<file path="src/rtl/rpa_regs.svh">
// Purpose: offsets, field positions and timing counts
// Assumes: word register port, byte offsets
// Notes: definitions only
`ifndef RPA_REGS_SVH
`define RPA_REGS_SVH
`define RPA_TASK_TX_RAMP 12'h000
`define RPA_TASK_RX_RAMP 12'h004
`define RPA_TASK_START 12'h008
`define RPA_TASK_STOP 12'h00C
`define RPA_TASK_DISABLE 12'h010
`define RPA_TASK_SS_START 12'h014
`define RPA_TASK_BC_START 12'h01C
`define RPA_TASK_BC_STOP 12'h020
`define RPA_EVT_STATUS 12'h100
`define RPA_SHORTCUTS 12'h200
`define RPA_PKT_PTR 12'h504
`define RPA_MODE 12'h510
`define RPA_PKT_CFG_A 12'h514
`define RPA_PKT_CFG_B 12'h518
`define RPA_IFS 12'h544
`define RPA_SS_VALUE 12'h548
`define RPA_BC_CMP 12'h560
`define RPA_DEV_LOW 12'h600
`define RPA_DEV_HIGH 12'h620
`define RPA_DEV_CFG 12'h640
`define RPA_ACTIVE_MODE 12'h700
`define RPA_PKT_PTR_ACT 12'h704
`define RPA_PLAN 12'h708
// shortcut bits
`define RPA_SC_END_DIS 1
`define RPA_SC_DIS_TX 2
`define RPA_SC_DIS_RX 3
// packet config a fields
`define RPA_LF_LSB 0
`define RPA_S0_BIT 8
`define RPA_S1_LSB 16
// packet config b fields
`define RPA_MAX_LSB 0
`define RPA_STAT_LSB 8
`define RPA_ENDIAN_BIT 24
// header bit that holds the address type
`define RPA_TYPE_BIT 6
// event status bits
`define RPA_EV_END 0
`define RPA_EV_DIS 1
`define RPA_EV_DMATCH 2
`define RPA_EV_DMISS 3
`define RPA_EV_SSEND 4
`define RPA_EV_BCM 5
// timing in ns, cycle counts and turnaround in us
`define RPA_CLK_NS 25
`define RPA_US_NS 1000
`define RPA_US_CYC ((`RPA_US_NS + `RPA_CLK_NS - 1) / `RPA_CLK_NS)
`define RPA_SS_PERIOD_NS 250
`define RPA_SS_CYC ((`RPA_SS_PERIOD_NS + `RPA_CLK_NS - 1) / `RPA_CLK_NS)
`define RPA_TURN_US 16'd40
`endif

</file>
<file path="src/rtl/rpa_pkg.sv">
// Purpose: shared types
// Assumes: nothing
// Notes: none
package rpa_pkg;
  typedef enum logic [1:0] {RPA_IDLE, RPA_GAP, RPA_TXGO} rpa_ifs_t;
  typedef logic [47:0] rpa_addr_t;
endpackage

</file>
<file path="src/rtl/rpa_engine.sv">
// Purpose: auxiliary packet logic of a radio: strength sample, spacing,
//   address match, bit counter, packet layout planner
// Assumes: modem bit stream on mclk, one bit strobe per air bit
// Notes: registers on a plain word port, read data one cycle after strobe
// What this block does
// - filtered signal strength sampled on task, readable after sample period
// - gap from last received bit to first sent bit equals spacing value, at least 40 us
// - spacing enforced only with end-to-disable and disabled-to-ramp shortcuts
// - shortcut and spacing registers act directly, no double buffering
// - data rate setting copied to active copy on either ramp task
// - address match only while receiving and little endian configured
// - first 48 payload bits are address, header bit 6 is type
// - eight entries: 32 low bits, 16 high bits, type bit each
// - each entry has its own enable bit
// - bit counter starts and stops on tasks, match event at compare
// - counting continues after match; new compare gives new matches
// - stop task, stop, disable or end clear the counter
// - one packet pointer, double buffered, taken at start
// - image order header a, length, header b, payload; add-on follows
// - fields take whole bytes; zero width takes none
// - widths from config, payload count from stored length value
// - payload plus add-on capped at maximum, headers excluded
// - length field untouched; crc length reported as maximum when capped, else length value
// - end event after last bit, disabled event acknowledges disable
// - one strength sample per strength start task
module rpa_engine #(
  parameter int NUM_ADDR = 8,
  parameter int SS_W = 7,
  parameter int BC_W = 16
) (
  input wire logic mclk,
  input wire logic reset_n,
  input wire logic [11:0] reg_addr,
  input wire logic [31:0] reg_wdata,
  input wire logic reg_wr,
  input wire logic reg_rd,
  output logic [31:0] reg_rdata,
  input wire logic [SS_W-1:0] ss_level,
  input wire logic receiving,
  input wire logic bit_strobe,
  input wire logic rx_bit,
  input wire logic addr_event,
  input wire logic payload_start,
  input wire logic last_bit,
  input wire logic disable_done,
  input wire logic [7:0] length_value,
  input wire logic length_valid,
  output logic tx_first_bit,
  output logic end_event,
  output logic disabled_event,
  output logic bitcount_match_event,
  output logic dev_match,
  output logic dev_miss,
  output logic [7:0] crc_length,
  output logic [31:0] active_ptr
);
  import rpa_pkg::*;
`include "rpa_regs.svh"
  initial begin
    if (NUM_ADDR < 1 || NUM_ADDR > 8 || SS_W < 1 || SS_W > 16 || BC_W < 8 || BC_W > 32)
      $error("rpa_engine: unsupported parameter");
  end

  // synchronise the async strength level input
  logic [SS_W-1:0] ss_s1_r, ss_s2_r;
  always_ff @(posedge mclk or negedge reset_n) begin
    if (!reset_n) begin
      ss_s1_r <= '0;
      ss_s2_r <= '0;
    end else begin
      ss_s1_r <= ss_level;
      ss_s2_r <= ss_s1_r;
    end
  end

  // register writes
  wire wr_tx = reg_wr && reg_addr == `RPA_TASK_TX_RAMP;
  wire wr_rx = reg_wr && reg_addr == `RPA_TASK_RX_RAMP;
  wire wr_start = reg_wr && reg_addr == `RPA_TASK_START;
  wire wr_stop = reg_wr && reg_addr == `RPA_TASK_STOP;
  wire wr_dis = reg_wr && reg_addr == `RPA_TASK_DISABLE;
  wire wr_ss = reg_wr && reg_addr == `RPA_TASK_SS_START;
  wire wr_bcs = reg_wr && reg_addr == `RPA_TASK_BC_START;
  wire wr_bcp = reg_wr && reg_addr == `RPA_TASK_BC_STOP;
  wire wr_evt = reg_wr && reg_addr == `RPA_EVT_STATUS;
  wire dev_lo_sel = reg_addr[11:5] == 7'(`RPA_DEV_LOW >> 5);
  wire dev_hi_sel = reg_addr[11:5] == 7'(`RPA_DEV_HIGH >> 5);
  wire [2:0] dev_idx = reg_addr[4:2];

  logic [3:0] shortcut_enables_r;
  logic [15:0] interframe_spacing_r;
  logic [31:0] mode_r, mode_act_r, ptr_r, ptr_act_r;
  logic [31:0] packet_config_a_r, packet_config_b_r;
  logic [BC_W-1:0] bitcount_compare_r;
  logic [31:0] dev_addr_low_part_r [NUM_ADDR];
  logic [15:0] dev_addr_high_part_r [NUM_ADDR];
  logic [15:0] dev_match_config_r;
  always_ff @(posedge mclk or negedge reset_n) begin
    if (!reset_n) begin
      shortcut_enables_r <= 4'h0;
      interframe_spacing_r <= 16'h0000;
      mode_r <= 32'h0;
      ptr_r <= 32'h0;
      packet_config_a_r <= 32'h0;
      packet_config_b_r <= 32'h0;
      bitcount_compare_r <= '0;
      dev_match_config_r <= 16'h0000;
    end else if (reg_wr) begin
      // used directly by the spacing logic
      if (reg_addr == `RPA_SHORTCUTS) shortcut_enables_r <= reg_wdata[3:0];
      if (reg_addr == `RPA_IFS) interframe_spacing_r <= reg_wdata[15:0];
      if (reg_addr == `RPA_MODE) mode_r <= reg_wdata;
      // pending pointer
      if (reg_addr == `RPA_PKT_PTR) ptr_r <= reg_wdata;
      if (reg_addr == `RPA_PKT_CFG_A) packet_config_a_r <= reg_wdata;
      if (reg_addr == `RPA_PKT_CFG_B) packet_config_b_r <= reg_wdata;
      if (reg_addr == `RPA_BC_CMP) bitcount_compare_r <= reg_wdata[BC_W-1:0];
      if (reg_addr == `RPA_DEV_CFG) dev_match_config_r <= reg_wdata[15:0];
    end
  end
  always_ff @(posedge mclk) begin
    if (reg_wr && dev_lo_sel && 32'(dev_idx) < NUM_ADDR)
      dev_addr_low_part_r[dev_idx] <= reg_wdata;
    if (reg_wr && dev_hi_sel && 32'(dev_idx) < NUM_ADDR)
      dev_addr_high_part_r[dev_idx] <= reg_wdata[15:0];
  end
  // active copies taken on ramp and start tasks
  always_ff @(posedge mclk or negedge reset_n) begin
    if (!reset_n) begin
      mode_act_r <= 32'h0;
      ptr_act_r <= 32'h0;
    end else begin
      if (wr_tx || wr_rx) mode_act_r <= mode_r;
      if (wr_start) ptr_act_r <= ptr_r;
    end
  end

  // strength sample, one per task
  logic [SS_W-1:0] ss_filt_r, ss_value_r;
  logic [7:0] ss_cnt_r;
  logic ss_busy_r, ss_done_r;
  wire [SS_W+1:0] ss_sum = ({2'b00, ss_filt_r} << 1) + {2'b00, ss_filt_r} + {2'b00, ss_s2_r};
  always_ff @(posedge mclk or negedge reset_n) begin
    if (!reset_n) begin
      ss_filt_r <= '0;
      ss_value_r <= '0;
      ss_cnt_r <= 8'h00;
      ss_busy_r <= 1'b0;
      ss_done_r <= 1'b0;
    end else begin
      ss_filt_r <= ss_sum[SS_W+1:2]; // single pole
      ss_done_r <= 1'b0;
      if (wr_ss) begin
        ss_busy_r <= 1'b1;
        ss_cnt_r <= 8'(`RPA_SS_CYC);
      end else if (ss_busy_r) begin
        if (ss_cnt_r == 8'h01) begin
          ss_busy_r <= 1'b0; // single shot
          ss_value_r <= ss_filt_r;
          ss_done_r <= 1'b1;
        end
        ss_cnt_r <= ss_cnt_r - 8'h01;
      end
    end
  end

  // interframe spacing
  wire ifs_on = shortcut_enables_r[`RPA_SC_END_DIS] &&
    (shortcut_enables_r[`RPA_SC_DIS_TX] || shortcut_enables_r[`RPA_SC_DIS_RX]);
  wire [15:0] gap_us = interframe_spacing_r < `RPA_TURN_US ? `RPA_TURN_US
    : interframe_spacing_r;
  rpa_ifs_t ifs_r;
  logic [15:0] us_left_r;
  logic [7:0] tick_r;
  logic tx_first_r;
  always_ff @(posedge mclk or negedge reset_n) begin
    if (!reset_n) begin
      ifs_r <= RPA_IDLE;
      us_left_r <= 16'h0000;
      tick_r <= 8'h00;
      tx_first_r <= 1'b0;
    end else begin
      tx_first_r <= 1'b0;
      case (ifs_r)
        RPA_IDLE: if (last_bit && receiving && ifs_on) begin
          ifs_r <= RPA_GAP;
          us_left_r <= gap_us;
          tick_r <= 8'(`RPA_US_CYC - 1);
        end
        RPA_GAP: begin
          if (tick_r == 8'h00) begin
            tick_r <= 8'(`RPA_US_CYC - 1);
            us_left_r <= us_left_r - 16'h0001;
            if (us_left_r == 16'h0001) ifs_r <= RPA_TXGO;
          end else begin
            tick_r <= tick_r - 8'h01;
          end
        end
        RPA_TXGO: begin
          tx_first_r <= 1'b1;
          ifs_r <= RPA_IDLE;
        end
        default: ifs_r <= RPA_IDLE;
      endcase
    end
  end

  logic [4:0] hdr_cnt_r;
  logic hdr_run_r;
  wire hdr_strobe_6 = hdr_run_r && bit_strobe && hdr_cnt_r == 5'(`RPA_TYPE_BIT);
  always_ff @(posedge mclk or negedge reset_n) begin
    if (!reset_n) begin
      hdr_cnt_r <= 5'h00;
      hdr_run_r <= 1'b0;
    end else if (addr_event) begin
      hdr_cnt_r <= 5'h00;
      hdr_run_r <= 1'b1;
    end else if (hdr_run_r && bit_strobe) begin
      hdr_cnt_r <= hdr_cnt_r + 5'h01;
      if (hdr_cnt_r == 5'(`RPA_TYPE_BIT)) hdr_run_r <= 1'b0;
    end
  end

  // device address match
  logic [47:0] sh_r;
  logic [5:0] bitn_r;
  logic type_r, dm_run_r, dm_hit_r, dm_miss_r;
  logic [7:0] hit_vec;
  wire little = packet_config_b_r[`RPA_ENDIAN_BIT] == 1'b0;
  wire [47:0] sh_nxt = {rx_bit, sh_r[47:1]};
  always_comb begin
    hit_vec = 8'h00;
    for (int i = 0; i < NUM_ADDR; i++) begin
      hit_vec[i] = dev_match_config_r[i] &&
        dev_match_config_r[8+i] == type_r &&
        sh_nxt == {dev_addr_high_part_r[i], dev_addr_low_part_r[i]};
    end
  end
  always_ff @(posedge mclk or negedge reset_n) begin
    if (!reset_n) begin
      sh_r <= 48'h0;
      bitn_r <= 6'h00;
      type_r <= 1'b0;
      dm_run_r <= 1'b0;
      dm_hit_r <= 1'b0;
      dm_miss_r <= 1'b0;
    end else begin
      dm_hit_r <= 1'b0;
      dm_miss_r <= 1'b0;
      if (addr_event) type_r <= 1'b0;
      // header bit counted from address event
      if (payload_start && receiving && little) begin
        dm_run_r <= 1'b1;
        bitn_r <= 6'h00;
      end else if (dm_run_r && bit_strobe) begin
        sh_r <= sh_nxt;
        bitn_r <= bitn_r + 6'h01;
        if (bitn_r == 6'd47) begin
          dm_run_r <= 1'b0;
          dm_hit_r <= |hit_vec;
          dm_miss_r <= ~|hit_vec;
        end
      end
      if (hdr_strobe_6) type_r <= rx_bit;
    end
  end

  // bit counter
  logic [BC_W-1:0] bc_r;
  logic bc_run_r, addr_seen_r, bcm_r;
  wire bc_clear = wr_bcp || wr_stop || wr_dis || last_bit || disable_done;
  always_ff @(posedge mclk or negedge reset_n) begin
    if (!reset_n) begin
      bc_r <= '0;
      bc_run_r <= 1'b0;
      addr_seen_r <= 1'b0;
      bcm_r <= 1'b0;
    end else begin
      bcm_r <= 1'b0;
      if (addr_event) addr_seen_r <= 1'b1;
      else if (bc_clear) addr_seen_r <= 1'b0;
      if (bc_clear) begin
        bc_r <= '0;
        bc_run_r <= 1'b0;
      end else if (wr_bcs && (addr_seen_r || addr_event)) begin
        bc_run_r <= 1'b1;
        bc_r <= '0;
      end else if (bc_run_r && bit_strobe) begin
        bc_r <= bc_r + 1'b1;
        bcm_r <= bc_r + 1'b1 == bitcount_compare_r;
      end
    end
  end

  // packet layout: byte counts of each field
  function automatic logic [7:0] bytes_of(input logic [4:0] bits);
    bytes_of = 8'((6'(bits) + 6'd7) >> 3);
  endfunction
  wire [7:0] s0_b = {7'h00, packet_config_a_r[`RPA_S0_BIT]};
  wire [7:0] lf_b = bytes_of({1'b0, packet_config_a_r[`RPA_LF_LSB +: 4]});
  wire [7:0] s1_b = bytes_of({1'b0, packet_config_a_r[`RPA_S1_LSB +: 4]});
  wire [7:0] max_b = packet_config_b_r[`RPA_MAX_LSB +: 8];
  wire [7:0] stat_b = packet_config_b_r[`RPA_STAT_LSB +: 8];
  wire [8:0] want = {1'b0, length_value} + {1'b0, stat_b};
  logic [7:0] pay_r, crc_len_r, head_r;
  always_ff @(posedge mclk or negedge reset_n) begin
    if (!reset_n) begin
      pay_r <= 8'h00;
      crc_len_r <= 8'h00;
      head_r <= 8'h00;
    end else if (length_valid) begin
      head_r <= s0_b + lf_b + s1_b; // payload offset
      if (want > {1'b0, max_b}) begin
        pay_r <= max_b;
        crc_len_r <= max_b;
      end else begin
        pay_r <= want[7:0];
        crc_len_r <= length_value;
      end
    end
  end

  // events
  logic [5:0] evt_r;
  logic end_r, dis_r;
  wire [5:0] evt_set = {bcm_r, ss_done_r, dm_miss_r, dm_hit_r, dis_r, end_r};
  always_ff @(posedge mclk or negedge reset_n) begin
    if (!reset_n) begin
      end_r <= 1'b0;
      dis_r <= 1'b0;
      evt_r <= 6'h00;
    end else begin
      end_r <= last_bit;
      dis_r <= disable_done;
      evt_r <= (wr_evt ? evt_r & ~reg_wdata[5:0] : evt_r) | evt_set;
    end
  end

  // read back
  logic [31:0] rd_mux;
  always_comb begin
    rd_mux = 32'h0;
    case (reg_addr)
      `RPA_EVT_STATUS: rd_mux = {26'h0, evt_r};
      `RPA_SHORTCUTS: rd_mux = {28'h0, shortcut_enables_r};
      `RPA_PKT_PTR: rd_mux = ptr_r;
      `RPA_MODE: rd_mux = mode_r;
      `RPA_PKT_CFG_A: rd_mux = packet_config_a_r;
      `RPA_PKT_CFG_B: rd_mux = packet_config_b_r;
      `RPA_IFS: rd_mux = {16'h0, interframe_spacing_r};
      `RPA_SS_VALUE: rd_mux = 32'(ss_value_r);
      `RPA_BC_CMP: rd_mux = 32'(bitcount_compare_r);
      `RPA_DEV_CFG: rd_mux = {16'h0, dev_match_config_r};
      `RPA_ACTIVE_MODE: rd_mux = mode_act_r;
      `RPA_PKT_PTR_ACT: rd_mux = ptr_act_r;
      `RPA_PLAN: rd_mux = {8'h00, crc_len_r, pay_r, head_r};
      default: rd_mux = 32'h0;
    endcase
  end
  always_ff @(posedge mclk or negedge reset_n) begin
    if (!reset_n) reg_rdata <= 32'h0;
    else reg_rdata <= reg_rd ? rd_mux : 32'h0;
  end

  always_ff @(posedge mclk or negedge reset_n) begin
    if (!reset_n) begin
      tx_first_bit <= 1'b0;
      end_event <= 1'b0;
      disabled_event <= 1'b0;
      bitcount_match_event <= 1'b0;
      dev_match <= 1'b0;
      dev_miss <= 1'b0;
      crc_length <= 8'h00;
      active_ptr <= 32'h0;
    end else begin
      tx_first_bit <= tx_first_r;
      end_event <= end_r;
      disabled_event <= dis_r;
      bitcount_match_event <= bcm_r;
      dev_match <= dm_hit_r;
      dev_miss <= dm_miss_r;
      crc_length <= crc_len_r;
      active_ptr <= ptr_act_r;
    end
  end
endmodule

</file>
<file path="config.mk">
export PLATFORM = sky130hd
export DESIGN_NAME = rpa_engine
export DESIGN_NICKNAME = d
export VERILOG_FILES = /design/src/rtl/rpa_pkg.sv /design/src/rtl/rpa_engine.sv
export VERILOG_INCLUDE_DIRS = /design/src /design/src/rtl
export SDC_FILE = /design/constraint.sdc
export NUM_CORES = 1
export LEC_CHECK = 0
export BUFFER_PORTS_ARGS = -buffer_cell sky130_fd_sc_hd__buf_4
export CAP_MARGIN = 15
export CORE_AREA = 2 2 250 252
export DETAILED_ROUTE_END_ITERATION = 10
export DIE_AREA = 0 0 252 254
export PLACE_DENSITY = 0.76
export RECOVER_POWER = 25
export SYNTH_ARGS = -nofsm -noshare
export SYNTH_HDL_FRONTEND = slang
export SYNTH_SLANG_ARGS = --single-unit
export TNS_END_PERCENT = 100
</file>
<file path="constraint.sdc">
create_clock -name mclk -period 9.4 [get_ports mclk]
set_input_delay 1.88 -clock mclk [delete_from_list [all_inputs] [get_ports mclk]]
set_output_delay 1.88 -clock mclk [all_outputs]
set_load 0.01 [all_outputs]
</file>
## Word level (Yosys, flattened, before mapping)

Memory sizes are Yosys's and may differ from the RTL's.
Index checks and enable logic that the tools add are counted.

- Input bits: 71
- Memory bits (writable): 384
- Logic and storage cells: 250
- Output and inout bits: 78
- Flip-flop bits (word level): 502
- Memories: 2

- Mux-type cells: 57
- Reduce and logical (&&, ||, !) cells: 74
- Add/sub/neg operators: 13
- Equal/unequal tests: 48
- Order comparisons: 2
- Bitwise logic cells: 6

Memories:

| name | depth | width | read ports | clocked after Yosys merged registers in | write ports | RTL line | RTL |
|---|---|---|---|---|---|---|---|
| dev_addr_low_part_r | 8 | 32 | 8 | 0 | 1 | rpa_engine.sv:95 | `logic [31:0] dev_addr_low_part_r [NUM_ADDR];` |
| dev_addr_high_part_r | 8 | 16 | 8 | 0 | 1 | rpa_engine.sv:96 | `logic [15:0] dev_addr_high_part_r [NUM_ADDR];` |

Operator list:

| kind | count |
|---|---|
| $pmux 32 s13 | 1 |
| $eq 48x48->1 | 8 |
| $eq 12x11->1 const B | 11 |
| $mux 16 | 6 |
| $mux 8 | 6 |
| $logic_and 1x1->1 | 37 |
| $eq 12x5->1 const B | 3 |
| $mux 1 | 32 |
| $mux 32 | 1 |
| $pmux 16 s2 | 1 |
| $eq 12x4->1 const B | 2 |
| $reduce_and 2->1 | 12 |
| $mux 6 | 3 |
| $reduce_bool 2->1 | 9 |
| $add 16x1->16 const B | 1 |
| $eq 16x1->1 const B | 1 |
| $eq 16x16->1 | 1 |
| $lt 16x6->1 const B | 1 |
| $pmux 8 s2 | 1 |
| $sub 16x1->16 const B | 1 |
| $sub 8x1->8 const B | 2 |
| $eq 7x6->1 const B | 2 |
| $eq 12x10->1 const B | 1 |
| $eq 12x3->1 const B | 1 |
| 33 further kinds | 56 |

## Logic depth before layout (Yosys ltp)

Gate-level depths: netlist (run 1).

- Word-level depth: 8
- Depth in mapped cells: 16
- Gate-level depth less buffers: 14

## Least setup slack after synthesis (run 1)

Ideal clock, no wire load.

- Path type: in2reg
- From: input reg_addr[10]
- To: memory dev_addr_low_part_r[0][0], enable pin
- Arrival time: 4.907 ns
- Buffers on the path: 0
- Setup time: 0.461 ns
- Cell stages on the path: 5
- Slack: 4.032 ns
- Data required time: 8.939 ns
- Path through: nor2b_1 -> and3b_1 -> nand3_1 -> or3_1 -> nor3_1

- Longest elaborated chain between the ends: 4

Ends and longest elaborated chain:

| item | RTL line | RTL |
|---|---|---|
| start, declared | rpa_engine.sv:33 | `input wire logic [11:0] reg_addr,` |
| $eq 7x6->1 | rpa_engine.sv:86 | `` wire dev_lo_sel = reg_addr[11:5] == 7'(`RPA_DEV_LOW >> 5); `` |
| $logic_and 1x1->1 | rpa_engine.sv:122 | `if (reg_wr && dev_lo_sel && 32'(dev_idx) < NUM_ADDR)` |
| $mux 1 | rpa_engine.sv:122 |  |
| $mux 1 (not written as such) | rpa_engine.sv:123 | `dev_addr_low_part_r[dev_idx] <= reg_wdata;` |
| end, declared | rpa_engine.sv:95 |  |

Every way passes these cells.

## Worst setup path in the final report (run 1)

- From: input length_value[0]
- To: register crc_len_r[3]

- Longest elaborated chain between the ends: 3

Ends and longest elaborated chain:

| item | RTL line | RTL |
|---|---|---|
| start, declared | rpa_engine.sv:46 | `input wire logic [7:0] length_value,` |
| $add 8x8->9 | rpa_engine.sv:304 | `wire [8:0] want = {1'b0, length_value} + {1'b0, stat_b};` |
| $gt 9x8->1 | rpa_engine.sv:313 | `if (want > {1'b0, max_b}) begin` |
| $mux 8 | rpa_engine.sv:313 |  |
| end signal, assigned | rpa_engine.sv:315 | `crc_len_r <= max_b;` |
| end signal, assigned | rpa_engine.sv:318 | `crc_len_r <= length_value;` |
| end, declared | rpa_engine.sv:305 | `logic [7:0] pay_r, crc_len_r, head_r;` |

Every way passes these cells.
A chain may end at the register's enable or synchronous reset.

==> out/results.ini, run 1 <==
[status]
status=finished with violations
violations=max-capacitance violations, max-slew violations

[power]
ir_drop_v=0.000158
p_int_mw=6.94
pwr-share-clk=0.386
switching_power_mw=2.74
power.density_nw_per_um2=228
p_seq_frac=0.487
p_leak_nw=17.2
power_mw=9.68
power_frac_comb=0.127
p_sw_frac=0.283

[timing]
worstMarginPinSlew_ns=2.39
fin_skew_ns=0.0363
hold_violations=0
fin_crit_sh=0.552
min_period_ns=5.19
slew_headroom=-0.592
max_freq_ghz=0.193
grt_setup_unrepaired=false
setup_viol_count_final=0
tns_ns=0
slew_viol_final=394

[worst_setup_path]
crit_path_cell_trace=buf_4 > ha_1 > fa_1 > a211oi_1 > nor2_1 > nor3_1 > nor2_1 > a21oi_1 > ha_1 > nand4_1 > nor2_1 > a2111oi_0 > a221o_1 > mux2i_1 > a21oi_1
slowest_delay_ns=0.93
crit_arrival_ns=5.69
start_kind=input pin
endpoint_kind=flip-flop
crit_slowest_cell=a221o_1
cp_common_cell=nor2_1
r2r_slack_ns=5.16
critPathBufInv=1
path_delay_family=compound AO/OA/AOI/OAI gates
required_ns=9.90
crit_type=in2reg
path_max_fanout=17

[floorplan]
start_util=0.615
ios=149
die-area_sq_um=64000
die_x_microns=252
core_sq_um=61300
row_count=91
dieHeight_microns=254

[detailed_routing]
first_pass_iters=6
route.detailed.drc=0
wl_per_cell_microns=30.1
vias_per_cell=6.68
routed_wl_microns=113000
dr.first_iter.drc_count=2731
via_count=24900
ant_nets=0

[global_routing]
antenna_found_initial=5
grt_overflow=0
grt_util_all_layers=0.358
grt_pass1_wl_microns=165000
grt_max_degree=173
grt_pass1_vias=25200

[synthesis]
syn_area_sq_um=37700
synthFlopType=dfrtp_1
syn_inst=2737
synth_edf_count=384
syn_avg_cell_area_sq_um=13.8
yosysUniqueCellTypes=72
synth_area_leaders=dfrtp_1 33%, edfxtp_1 31%, mux2_2 8.2%
yosysTopAreaCell=dfrtp_1
async_reset_ff_frac=0.564
yosysMostFrequentCell=dfrtp_1
synth-seq-cells=880
yosys-top-cells-count=496 x dfrtp_1, 384 x edfxtp_1, 276 x mux2_2
yosysWarnings=0
synthesis.nets=2850
synth_top_cell_area_share=0.329
seq_area_frac_synth=0.636

[placement]
io_buffers=148
place_congestion=0.927
dp_hpwl_microns=70400

[hold_path]
min_path_type=reg2reg

[clock_tree]
cts-root-buf=clkbuf_16
cts_inserted_buffers=89
post_cts_resized=0
post_cts_buffers=0
cts.sinks=880
cts_hold_repair.buffers=0
clk_latency_ns=0.67
htree_levels=3
clk_pin_slew_ns=0.06
clockBufferDepth=3
cts_tree=yes

[final_layout]
largest_reg_flops=256
drive_gt1_frac=0.204
synthToLayoutAreaGrowth_pct=12.9
regMostFlops=dev_addr_low_part_r
largestRegisters=dev_addr_low_part_r: 256 flops, dev_addr_high_part_r: 128 flops, sh_r: 47 flops
nNetsFinal=2982
post-route-util=0.694
diodes=0

[run]
max_cap_violations=17

-- routing by layer --
| metal | routed length (microns) | global-route usage |
|---|---|---|
| met1 | 41200 | 0.463 |
| met2 | 53100 | 0.577 |
| met4 | 7040 | 0.199 |
| met5 | 0 | 0 |
| met3 | 11100 | 0.0656 |
-- cell families after synthesis --
kind of cell | count (synthesis) | synth area share
buffers and inverters | 210 | 0.0223
multiplexers | 294 | 0.0873
flip-flops | 880 | 0.636
AO/OA/AOI/OAI | 387 | 0.0708
AND/OR/NAND/NOR | 517 | 0.0735
XOR/XNOR | 407 | 0.0946
adder cells (fa/ha/maj) | 42 | 0.0159
-- area by class of cell --
class	count	area, sq um
multi-input combinational	1647	13000
tap	790	988
fill	4166	18700
timing repair buffer	181	1260
inverter	70	263
clock buffer	131	2600
sequential	880	23900
clock inverter	34	502
-- path summary, 6_finish.rpt --
path / endpoint / startpoint / cells after the start
min reg2reg: ss_s2_r[0] / ss_s1_r[0] / 0
min in group asynchronous: dm_hit_r / reset_n / 1
min: ss_s2_r[0] / ss_s1_r[0] / 0
max in group asynchronous: sh_r[27] / reset_n / 2
max reg2reg: crc_len_r[3] / packet_config_b_r[8] / 14
max: crc_len_r[3] / length_value[0] / 15
-- placed cells by master, fill, tap and decap left out, types with 92 or more instances in the layout --
master     count
dfrtp_1      496
edfxtp_1     384
mux2_2       276
xnor2_1      269
xor2_1       138
buf_4        136
nor2_1       109
nand2_1       96
clkbuf_16     92
-- power by group through the flow --
| stage | Combinational, mW | Sequential (mW) | Clock, mW |
|---|---|---|---|
| after floorplan | 1.08 | 4.27 | 0 |
| after global placement | 1.17 | 4.76 | 0 |
| after detailed placement | 1.22 | 4.77 | 0 |
| after CTS | 1.23 | 4.69 | 3.76 |
| after global routing | 1.34 | 4.71 | 3.91 |
| final | 1.23 | 4.72 | 3.74 |
-- metrics by stage --
step | cell area [sq um] | hold WS [ns] | instances | setup WS (ns)
2_1_floorplan | 37700 | 0.331 | 2737 | 4.03
3_3_place_gp | 39600 | 0.334 | 3568 | 3.58
3_5_place_dp | 39600 | 0.337 | 3568 | 3.55
4_1_cts | 42700 | 0.351 | 3733 | 4.19
5_1_grt | 42500 | 0.354 | 3733 | 3.90
6_report | 42500 | 0.350 | 3733 | 4.21
Note: power is estimated with default switching activity, not from simulation.
==> run 2, diff against run 1 <==
==> constraint.sdc (replaced) <==
create_clock -name mclk -period 5.2 [get_ports mclk]
set_input_delay 1.04 -clock mclk [delete_from_list [all_inputs] [get_ports mclk]]
set_output_delay 1.04 -clock mclk [all_outputs]
set_load 0.01 [all_outputs]
==> out/results.ini, run 2 (synthesized netlist as in run 1, its figures left out) <==
[final_layout]
drive_gt1_frac=0.204
synthToLayoutAreaGrowth_pct=12.5
post-route-util=0.692
stdcell_area_sq_um=42400
largest_reg_flops=256
final_common_cell=dfrtp_1
fin_cells=3742
regMostFlops=dev_addr_low_part_r
final_cell_mix=496 x dfrtp_1, 384 x edfxtp_1, 276 x mux2_2, 269 x xnor2_1, 146 x buf_4
nNetsFinal=2993
largestRegisters=dev_addr_low_part_r: 256 flops, dev_addr_high_part_r: 128 flops, sh_r: 47 flops

[floorplan]
dieHeight_microns=254
ios=149
die_x_microns=252
start_util=0.615
die-area_sq_um=64000
core_sq_um=61300
row_count=91

[clock_tree]
post_cts_resized=0
htree_levels=3
clk_latency_ns=0.65
cts_inserted_buffers=87
cts.sinks=880
clk_pin_slew_ns=0.06
cts-root-buf=clkbuf_16
post_cts_buffers=0
clockBufferDepth=3
cts_hold_repair.buffers=0
cts_tree=yes

[timing]
max_freq_ghz=0.251
tns_ns=0
grt_setup_unrepaired=false
fin_skew_ns=0.0285
fin_crit_sh=0.766
finalWorstSetupSlack_ns=1.22
whs_ns=0.349
slew_headroom=-0.876
worstMarginPinSlew_ns=2.81
setup_viol_count_final=0
min_period_ns=3.98
slew_viol_final=509
hold_violations=0

[detailed_routing]
routed_wl_microns=113000
dr.first_iter.drc_count=2700
via_count=24800
wl_per_cell_microns=30.2
route.detailed.drc=0
vias_per_cell=6.63
first_pass_iters=6
ant_nets=0

[placement]
place_congestion=0.942
dpl-instance-area_sq_um=39700
numPlacedInstances=3580
io_buffers=148
place_worst_setup_slack_ns=0.668
dp_hpwl_microns=71300

[worst_setup_path]
crit_type=in2reg
r2r_slack_ns=1.30
reg2regPathDepth=15
path_max_fanout=12
required_ns=5.69
endpoint_kind=flip-flop
start_kind=input pin
crit_arrival_ns=4.48
crit-reg2reg-launch=packet_config_b_r[8]
r2r-end=pay_r[4]

[global_routing]
grt_util_all_layers=0.358
grt_pass1_vias=25000
grt_max_degree=105
antenna_found_initial=6
grt_pass1_wl_microns=165000
grt_overflow=0

[hold_path]
min_from=tx_first_r
whs_endpoint=tx_first_bit
min_path_type=reg2reg
holdPathStages=0

[status]
violations=max-capacitance violations, max-slew violations
status=finished with violations

[power]
power.density_nw_per_um2=403
power_mw=17.1
ir_drop_v=0.000278
p_leak_nw=17.2

[run]
max_cap_violations=18

## run 2: changes by cell type in the layout (fill, tap and decap cells not counted), sizes merged
cell | previous run | this run
clkbuf | 173 | 172
buf | 139 | 151
diode | 0 | 2
bufinv | 11 | 3
inv | 71 | 73
clkinvlp | 1 | 3
## run 2: worst max path at each step
stage                          from                         to  slack, ns  cells after the start
CTS                 length_value[0]                   pay_r[4]       1.28                     16
finish              length_value[0]                   pay_r[4]       1.22                     16
floorplan              reg_addr[10]  dev_addr_low_part_r[0][0]       0.67                      5
global route        length_value[0]                   pay_r[6]       0.98                     16
global placement    length_value[0]                   pay_r[6]       0.64                     16
detailed placement  length_value[0]               crc_len_r[6]       0.67                     14
## run 2: layout make-up
type                            instances  area (sq um)
Clock buffer                          129          2580
Tap cell                              790           988
Antenna cell                            2          5.00
Multi-Input combinational cell       1647         13000
Fill cell                            4207         18900
Sequential cell                       880         23900
Inverter                               70           263
Clock inverter                         30           246
Timing Repair Buffer                  194          1390
## run 2: where the power goes
part / switching (mW) / total, mW / internal, mW
logic: 1.26 / 2.33 / 1.07
registers: 1.01 / 8.48 / 7.48
clock network: 2.68 / 6.26 / 3.59
## run 2: per-layer routing
metal | part of all wire | up-vias | global-route usage | wire length (microns)
li1 | - | 10300 | - | -
met1 | 0.37 | 12600 | 0.461 | 41800
met2 | 0.47 | 1494 | 0.569 | 52900
met3 | 0.10 | 376 | 0.0752 | 11300
met4 | 0.062 | 2 | 0.206 | 7060
met5 | 0.00011 | - | 0 | 13
## run 2: worst max-delay path, cell delays in order
cell and delay [ns]:
buf_4 0.11, ha_1 0.22, fa_1 0.44, a211oi_1 0.24, nor2_1 0.11, nor3_1 0.21
nor2_1 0.08, a21oi_1 0.19, ha_1 0.28, nand4_1 0.07, nor2_1 0.05, a2111oi_0 0.47
a221o_1 0.45, buf_12 0.21, mux2i_1 0.21, a21oi_1 0.09
